File: config.mk
export PLATFORM = sky130hd
export DESIGN_NAME = asag_top
export DESIGN_NICKNAME = d
export VERILOG_FILES = /design/src/design/asag_pkg.sv /design/src/design/asag_axis_acc.sv /design/src/design/asag_top.sv
export VERILOG_INCLUDE_DIRS = /design/src /design/src/design
export SDC_FILE = /design/constraint.sdc
export NUM_CORES = 1
export LEC_CHECK = 0
export BUFFER_PORTS_ARGS = -buffer_cell sky130_fd_sc_hd__buf_4
export CAP_MARGIN = 5
export CORE_MARGIN = 2
export CORE_UTILIZATION = 57
export CTS_CLUSTER_DIAMETER = 60
export CTS_CLUSTER_SIZE = 16
export DETAILED_ROUTE_END_ITERATION = 12
export HOLD_SLACK_MARGIN = 0.05
export PLACE_DENSITY = 0.8
export SLEW_MARGIN = 20
export SYNTH_ARGS = -nofsm -noshare
export SYNTH_HDL_FRONTEND = slang
export SYNTH_SLANG_ARGS = --single-unit
File: constraint.sdc
create_clock -name mclk_in -period 7.8 [get_ports mclk_in]
set_clock_uncertainty 0.15 [all_clocks]
set_input_delay 1.56 -clock mclk_in [delete_from_list [all_inputs] [get_ports mclk_in]]
set_output_delay 1.56 -clock mclk_in [all_outputs]
set_load 0.05 [all_outputs]
File: src/design/asag_regs.svh
// Constants for the affine scan address generator
`ifndef ASAG_REGS_SVH
`define ASAG_REGS_SVH
`define ASAG_ACC_W        16
`define ASAG_INT_W        10
`define ASAG_FRAC_W       4
`define ASAG_ADDR_W       14
`define ASAG_DROP_W       2
`define ASAG_LINE_PIX     10'h3FF
`define ASAG_LINE_CNT     10'h3FF
`define ASAG_IMG_MAX      10'h3FF
`define ASAG_RATE_KHZ     14300
`define ASAG_CLK_KHZ      200000
`endif

File: src/design/asag_pkg.sv
// Types shared by the affine scan address generator
package asag_pkg;
   typedef struct packed {
      logic [15:0] start;
      logic [15:0] step;
   } asag_axis_cfg_s;
   typedef struct packed {
      logic [9:0] ix;
      logic [9:0] iy;
      logic [3:0] fx;
      logic [3:0] fy;
   } asag_coord_s;
   typedef enum logic [2:0] {
      ASAG_IDLE  = 3'b001,
      ASAG_LINE  = 3'b010,
      ASAG_HOLD  = 3'b100
   } asag_state_e;
endpackage

File: src/design/asag_axis_acc.sv
// One-axis programmable-rate accumulator
`timescale 1ns/100ps
`include "asag_regs.svh"
module asag_axis_acc #(
   parameter int ACC_W = `ASAG_ACC_W
) (
   // Clock and reset
   input  wire logic                  mclk_in,
   input  wire logic                  rst_in,
   // Control
   input  wire logic                  load_in,
   input  wire logic                  step_in,
   input  wire asag_pkg::asag_axis_cfg_s cfg_in,
   // Result
   output logic [ACC_W-1:0]           acc_out
);
   initial begin
      if (ACC_W != `ASAG_ACC_W) $error("asag_axis_acc: width must be 16");
   end
   logic [ACC_W-1:0] start_q;
   logic [ACC_W-1:0] start_d;
   logic [ACC_W-1:0] step_q;
   logic [ACC_W-1:0] step_d;
   logic [ACC_W-1:0] acc_q;
   logic [ACC_W-1:0] acc_d;
   logic [ACC_W-1:0] opb;
   always_comb begin
      start_d = cfg_in.start;                    // RL4
      step_d  = cfg_in.step;                     // RL5
      opb     = load_in ? start_q : acc_q;       // RL6
      if (load_in) begin
         acc_d = opb;                            // RL4
      end else if (step_in) begin
         acc_d = opb + step_q;                   // RL3 RL5 RL8
      end else begin
         acc_d = acc_q;
      end
   end
   always_ff @(posedge mclk_in or posedge rst_in) begin
      if (rst_in) begin
         start_q <= 16'h0000;
         step_q  <= 16'h0000;
         acc_q   <= 16'h0000;
      end else begin
         start_q <= start_d;
         step_q  <= step_d;
         acc_q   <= acc_d;
      end
   end
   assign acc_out = acc_q;
endmodule

File: src/design/asag_top.sv
// Affine scan address generator: display counter and coordinate transformer
`timescale 1ns/100ps
`include "asag_regs.svh"
// Overview of operation
// RL1: Scan output left-right, then top-bottom.
// RL2: Output address is x,y from upper left.
// RL3: Next coordinate is previous plus step.
// RL4: Start register loads accumulator at line start.
// RL5: Step register added every cycle; the code adds it only in cycles where a pixel is shown (valid_q).
// RL6: Accumulator output fed back as operand.
// RL7: Coordinate is 10 integer, 4 fraction bits.
// RL8: 16-bit accumulators, top 14 bits used.
// RL9: Blank pixels mapping outside input image.
// RL10: Controller loads line start values.
// RL11: Between-pixel samples are bilinearly interpolated.
// RL12: One pixel per cycle at video rate.
// RL13: Address generation shared by both halves.
// RL14: Integer parts address store, fractions weight.
// RL15: Controller updates values before line starts.
module asag_top #(
   parameter logic [9:0] LINE_PIX = `ASAG_LINE_PIX,
   parameter logic [9:0] LINE_CNT = `ASAG_LINE_CNT,
   parameter logic [9:0] IMG_W    = `ASAG_IMG_MAX,
   parameter logic [9:0] IMG_H    = `ASAG_IMG_MAX
) (
   // Clock and reset
   input  wire logic                     mclk_in,
   input  wire logic                     rst_in,
   // Frame control
   input  wire logic                     run_in,
   input  wire logic                     line_go_in,
   input  wire asag_pkg::asag_axis_cfg_s x_cfg_in,
   input  wire asag_pkg::asag_axis_cfg_s y_cfg_in,
   // Display address
   output logic [9:0]                    disp_x_out,
   output logic [9:0]                    disp_y_out,
   output logic                          disp_valid_out,
   // Input-image sample address and scan status
   output asag_pkg::asag_coord_s         coord_out,
   output logic                          blank_out,
   output logic                          line_wait_out,
   output logic                          frame_done_out
);
   initial begin
      if (LINE_PIX == 10'h000 || LINE_CNT == 10'h000) $error("asag_top: empty scan");
      if (`ASAG_CLK_KHZ < `ASAG_RATE_KHZ) $error("asag_top: clock below pixel rate");
   end

   asag_pkg::asag_state_e state_q;
   asag_pkg::asag_state_e state_d;
   logic [9:0]            px_q;
   logic [9:0]            px_d;
   logic [9:0]            ln_q;
   logic [9:0]            ln_d;
   logic                  load;
   logic                  step;
   logic                  valid_q;
   logic                  valid_d;
   logic                  done_q;
   logic                  done_d;
   logic [15:0]           xacc;
   logic [15:0]           yacc;

   function automatic logic inside_img(input logic [15:0] a, input logic [9:0] lim);
      inside_img = (a[`ASAG_ACC_W-1:`ASAG_DROP_W+`ASAG_FRAC_W] <= lim);
   endfunction

   // Scan sequencer: one line per start request, one pixel per clock
   always_comb begin
      state_d = state_q;
      px_d    = px_q;
      ln_d    = ln_q;
      load    = 1'b0;
      // Step only while a pixel is shown, so pixel 0 samples the start value
      step    = valid_q;                         // RL5
      valid_d = 1'b0;
      done_d  = 1'b0;
      unique case (state_q)
         asag_pkg::ASAG_IDLE: begin
            px_d = 10'h000;
            ln_d = 10'h000;
            if (run_in) begin
               state_d = asag_pkg::ASAG_HOLD;
            end
         end
         asag_pkg::ASAG_HOLD: begin
            if (line_go_in) begin                // RL10 RL15
               load    = 1'b1;                   // RL4
               px_d    = 10'h000;
               state_d = asag_pkg::ASAG_LINE;
            end
         end
         asag_pkg::ASAG_LINE: begin
            valid_d = 1'b1;                      // RL12
            if (px_q == LINE_PIX) begin          // RL1
               if (ln_q == LINE_CNT) begin
                  done_d  = 1'b1;
                  state_d = asag_pkg::ASAG_IDLE;
               end else begin
                  ln_d    = ln_q + 10'h001;
                  state_d = asag_pkg::ASAG_HOLD;
               end
            end else begin
               px_d = px_q + 10'h001;
            end
         end
         default: begin
            state_d = asag_pkg::ASAG_IDLE;
         end
      endcase
   end

   always_ff @(posedge mclk_in or posedge rst_in) begin
      if (rst_in) begin
         state_q <= asag_pkg::ASAG_IDLE;
         px_q    <= 10'h000;
         ln_q    <= 10'h000;
         valid_q <= 1'b0;
         done_q  <= 1'b0;
      end else begin
         state_q <= state_d;
         px_q    <= px_d;
         ln_q    <= ln_d;
         valid_q <= valid_d;
         done_q  <= done_d;
      end
   end

   // Display address registered alongside the accumulator step
   logic [9:0] dx_q;
   logic [9:0] dx_d;
   logic [9:0] dy_q;
   logic [9:0] dy_d;
   always_comb begin
      dx_d = px_q;                               // RL2
      dy_d = ln_q;                               // RL2
   end
   always_ff @(posedge mclk_in or posedge rst_in) begin
      if (rst_in) begin
         dx_q <= 10'h000;
         dy_q <= 10'h000;
      end else begin
         dx_q <= dx_d;
         dy_q <= dy_d;
      end
   end

   // One accumulator per axis, shared by both channel halves
   asag_axis_acc #(.ACC_W(`ASAG_ACC_W)) u_xacc (  // RL13
      .mclk_in (mclk_in),
      .rst_in  (rst_in),
      .load_in (load),
      .step_in (step),
      .cfg_in  (x_cfg_in),
      .acc_out (xacc)
   );
   asag_axis_acc #(.ACC_W(`ASAG_ACC_W)) u_yacc (
      .mclk_in (mclk_in),
      .rst_in  (rst_in),
      .load_in (load),
      .step_in (step),
      .cfg_in  (y_cfg_in),
      .acc_out (yacc)
   );

   // Coordinate and blanking, registered
   asag_pkg::asag_coord_s coord_q;
   asag_pkg::asag_coord_s coord_d;
   logic                  blank_q;
   logic                  blank_d;
   always_comb begin
      coord_d    = coord_q;
      blank_d    = 1'b1;
      if (valid_q) begin
         coord_d.ix = xacc[`ASAG_ACC_W-1:`ASAG_DROP_W+`ASAG_FRAC_W]; // RL7 RL8 RL14
         coord_d.fx = xacc[`ASAG_DROP_W+`ASAG_FRAC_W-1:`ASAG_DROP_W]; // RL11
         coord_d.iy = yacc[`ASAG_ACC_W-1:`ASAG_DROP_W+`ASAG_FRAC_W]; // RL14
         coord_d.fy = yacc[`ASAG_DROP_W+`ASAG_FRAC_W-1:`ASAG_DROP_W]; // RL11
         blank_d    = !(inside_img(xacc, IMG_W) && inside_img(yacc, IMG_H)); // RL9
      end
   end
   always_ff @(posedge mclk_in or posedge rst_in) begin
      if (rst_in) begin
         coord_q <= '0;
         blank_q <= 1'b1;
      end else begin
         coord_q <= coord_d;
         blank_q <= blank_d;
      end
   end

   logic dvalid_q;
   logic ddone_q;
   always_ff @(posedge mclk_in or posedge rst_in) begin
      if (rst_in) begin
         dvalid_q <= 1'b0;
         ddone_q  <= 1'b0;
      end else begin
         dvalid_q <= valid_q;
         ddone_q  <= done_q;
      end
   end

   assign disp_x_out     = dx_q;
   assign disp_y_out     = dy_q;
   assign disp_valid_out = valid_q;
   assign coord_out      = coord_q;
   assign blank_out      = blank_q | ~dvalid_q;
   assign line_wait_out  = (state_q == asag_pkg::ASAG_HOLD);
   assign frame_done_out = ddone_q;
endmodule

==> impl_metrics.json <==
{
  "status": "completed",
  "vias_per_cell": 5.70,
  "worstHoldStart": "done_q",
  "hp-class": "reg2reg",
  "cts_max_level": 4,
  "yosys.area.top_type": "dfrtp_1",
  "grt_pass1_wl_um": 28900,
  "yosys_warnings": 0,
  "clk_pin_slew_worst_paths_ps": 70,
  "relSlewSlack_pct": 31.0,
  "regArea_um2": 4310,
  "cp-start-kind": "primary input",
  "io-pin-count": 120,
  "dp.cells": 958,
  "use_met3_pct": 7.22,
  "p_leak_nw": 4.47,
  "cts_tree": "done",
  "cts.path.max_buffers": 2,
  "cp_data_required_time_ps": 7970,
  "synth_edf_count": 0,
  "critPathBufInv": 2,
  "die_area_um2": 14300,
  "cp_slowest_stage_delay_ps": 410,
  "cp-end-kind": "register",
  "nets": 907,
  "busiest_layer": "met2",
  "syn_to_final_growth_pct": 22.0,
  "worstSkewPairLatency_ps": 440,
  "dp_hpwl_um": 11500,
  "hold_buffers": 0,
  "synthCells": 682,
  "final.setup.tns_ps": 0,
  "yosysMostFrequentCell": "dfrtp_1",
  "syn-num-nets": 788,
  "rrSetupSlack_ps": 3180,
  "path_delay_family": "compound AO/OA/AOI/OAI gates",
  "die_w_um": 120,
  "routed_wl_um": 17400,
  "syn_avg_cell_area_um2": 11.2,
  "synth_area_leaders": "dfrtp_1, nand2_1, ha_1",
  "port_buffers": 119,
  "antenna_found_initial": 0,
  "gp_congestion": 0.860,
  "synth.distinct_cells": 60,
  "drcViolationCount": 0,
  "maxCapViolations": 0,
  "ys_top_cells_by_count": "dfrtp_1, nand2_1, o21ai_0",
  "layout_min_cycle_time_ps": 4630,
  "postCtsResizedCells": 0,
  "start_util_pct": 57.9,
  "finalCritPeriodShare_pct": 59.4,
  "total_power_mw": 3.62,
  "ys_dominant_reg_cell": "dfrtp_1",
  "rows": 42,
  "max_freq_mhz": 216,
  "power_density_nw_per_um2": 391,
  "cts_sinks": 172,
  "cp.arrival_ps": 4800,
  "met1_usage_pct": 33.3,
  "first_global_vias": 5889,
  "worstPathMaxFanout": 37,
  "path_cells": "buf_4 -> and2_2 -> buf_4 -> nand2_1 -> nand2_1 -> ha_1 -> a21o_1 -> a21o_1 -> a221o_1 -> a2111oi_2 -> xnor2_1 -> a21oi_1 -> o31a_1",
  "vias": 5643,
  "synth_top_area_share_pct": 55.9,
  "diodes": 0,
  "slew_viol_final": 0,
  "hold-path-cell-count": 0,
  "synthArstFlopShare_pct": 100,
  "r2r_cells": 13,
  "drt-initial-drc-count": 366,
  "coreArea_um2": 13100,
  "postCtsSetupBuffers": 0,
  "ys_seq_area_share_pct": 56.6,
  "die_h_um": 120,
  "setup_viol_count_final": 0,
  "worstSetupPathType": "in2reg",
  "multi_input_area_um2": 3140,
  "dr.pass1.iters": 6,
  "rsz0062_at_grt": "false",
  "r2r-start": "state_q[1]",
  "grt-ovfl-total": 0,
  "fin_cells": 990,
  "track_usage_pct": 25.9,
  "peakVddDrop_mv": 0.187,
  "cts_made_buffers": 17,
  "synth-seq-cells": 172,
  "cpMaxStageDelayCell": "buf_4",
  "tightest_slew_ps": 1030,
  "synth_area_um2": 7600,
  "hold_violations": 0,
  "num-fill-cells": 932,
  "grt_util_met2_pct": 41.9,
  "grt_max_degree": 116,
  "rr_endpoint": "u_xacc.acc_out[15]",
  "min_to": "frame_done_out",
  "drive_gt1_share_pct": 24.1,
  "postRouteAntennaNets": 0,
  "cts_root_buf": "clkbuf_16",
  "wire_per_inst_um": 17.6
}
-- metrics by stage --
| stage | util, % | hold slack (ps) | area [um2] | worst slack, ps |
|---|---|---|---|---|
| 2_1_floorplan | - | 181 | 7600 | 1430 |
| 3_3_place_gp | 65.9 | 196 | 8660 | 2960 |
| 3_5_place_dp | 65.9 | 197 | 8660 | 2810 |
| 4_1_cts | 70.6 | 220 | 9270 | 3190 |
| 5_1_grt | 70.6 | 239 | 9280 | 2780 |
| 6_report | 70.6 | 219 | 9280 | 3170 |
-- state kept, by name (all words and copies together), names as in the netlist, 16 cells and up --
register	flops
u_yacc.acc_out	16
u_yacc.start_q	16
u_yacc.step_q	16
u_xacc.start_q	16
coord_out	28
u_xacc.step_q	16
u_xacc.acc_out	16
-- worst register-to-register path, cell delays in order (launching register included) --
cell and delay (ps):
dfrtp_1 430, nor3b_1 650, and2_2 530, buf_4 420
nand2_1 140, nand2_1 90, ha_1 300, a21o_1 220
a21o_1 170, a221o_1 380, a2111oi_2 350, xnor2_1 230
a21oi_1 130, o31a_1 320
-- report_power, final --
part / leakage, nW / total (mW) / internal, mW / switching, mW
Sequential: 2.13 / 1.21 / 1.08 / 0.129
Combinational: 2.05 / 1.54 / 0.612 / 0.927
Clock: 0.293 / 0.876 / 0.511 / 0.365
Total: 4.47 / 3.62 / 2.20 / 1.42
-- worst max path at each step --
stage / startpoint / to / slack [ps] / cells after the start
4_1_cts: line_go_in / u_xacc.acc_out[15] / 3190 / 13
3_5_place_dp: line_go_in / u_xacc.acc_out[15] / 2810 / 13
3_3_place_gp: line_go_in / u_xacc.acc_out[15] / 2960 / 13
6_report: line_go_in / u_xacc.acc_out[15] / 3170 / 13
2_1_floorplan: rst_in / coord_out[0] / 1430 / 1
5_1_grt: state_q[1] / u_yacc.acc_out[14] / 2780 / 15
-- layout make-up --
cell class                      instances  area share, %
Sequential cell                       172           46.4
Multi-Input combinational cell        471           33.9
Timing Repair Buffer                  123           9.96
Clock buffer                           18           4.63
Tap cell                              176           2.37
Clock inverter                         14           1.98
Inverter                               16          0.728
-- cells in the final DEF (no fill, tap or decap), drive strengths merged, types with 3 or more instances in the layout --
| master | n |
|---|---|
| dfrtp | 170 |
| buf | 123 |
| nand2 | 123 |
| o21ai | 51 |
| ha | 36 |
| a21oi | 32 |
| mux2 | 29 |
| nor2 | 24 |
| inv | 22 |
| mux2i | 18 |
| clkbuf | 18 |
| xnor2 | 14 |
| a21o | 13 |
| xor2 | 13 |
| nand4 | 11 |
| nand3 | 8 |
| nor3 | 8 |
| or3 | 7 |
| nor2b | 7 |
| and3 | 7 |
| a31oi | 6 |
| and2 | 6 |
| nor3b | 4 |
| o21a | 4 |
| o221ai | 4 |
| nand2b | 4 |
| o31ai | 4 |
| and4 | 3 |
| o211ai | 3 |
| nand3b | 3 |
| clkinv | 3 |
| bufinv | 3 |
-- routing by layer --
layer / vias up / routed length [um]
met5: - / 0
met3: 41 / 1040
met1: 2783 / 7260
met2: 205 / 8610
met4: 0 / 483
li1: 2614 / -
-- logic make-up (layout without fill, tap and decap cells) --
family                   after synthesis  in the layout  synth area share [%]
AND/OR/NAND/NOR                      222            222                  13.9
buffers and inverters                 39            171                  2.09
AO/OA/AOI/OAI                        137            137                  11.1
multiplexers                          47             47                  6.66
flip-flops                           172            172                  56.6
XOR/XNOR                              27             27                  3.11
adder cells (fa/ha/maj)               38             38                  6.45
Note: power is estimated with default switching activity, not from simulation.
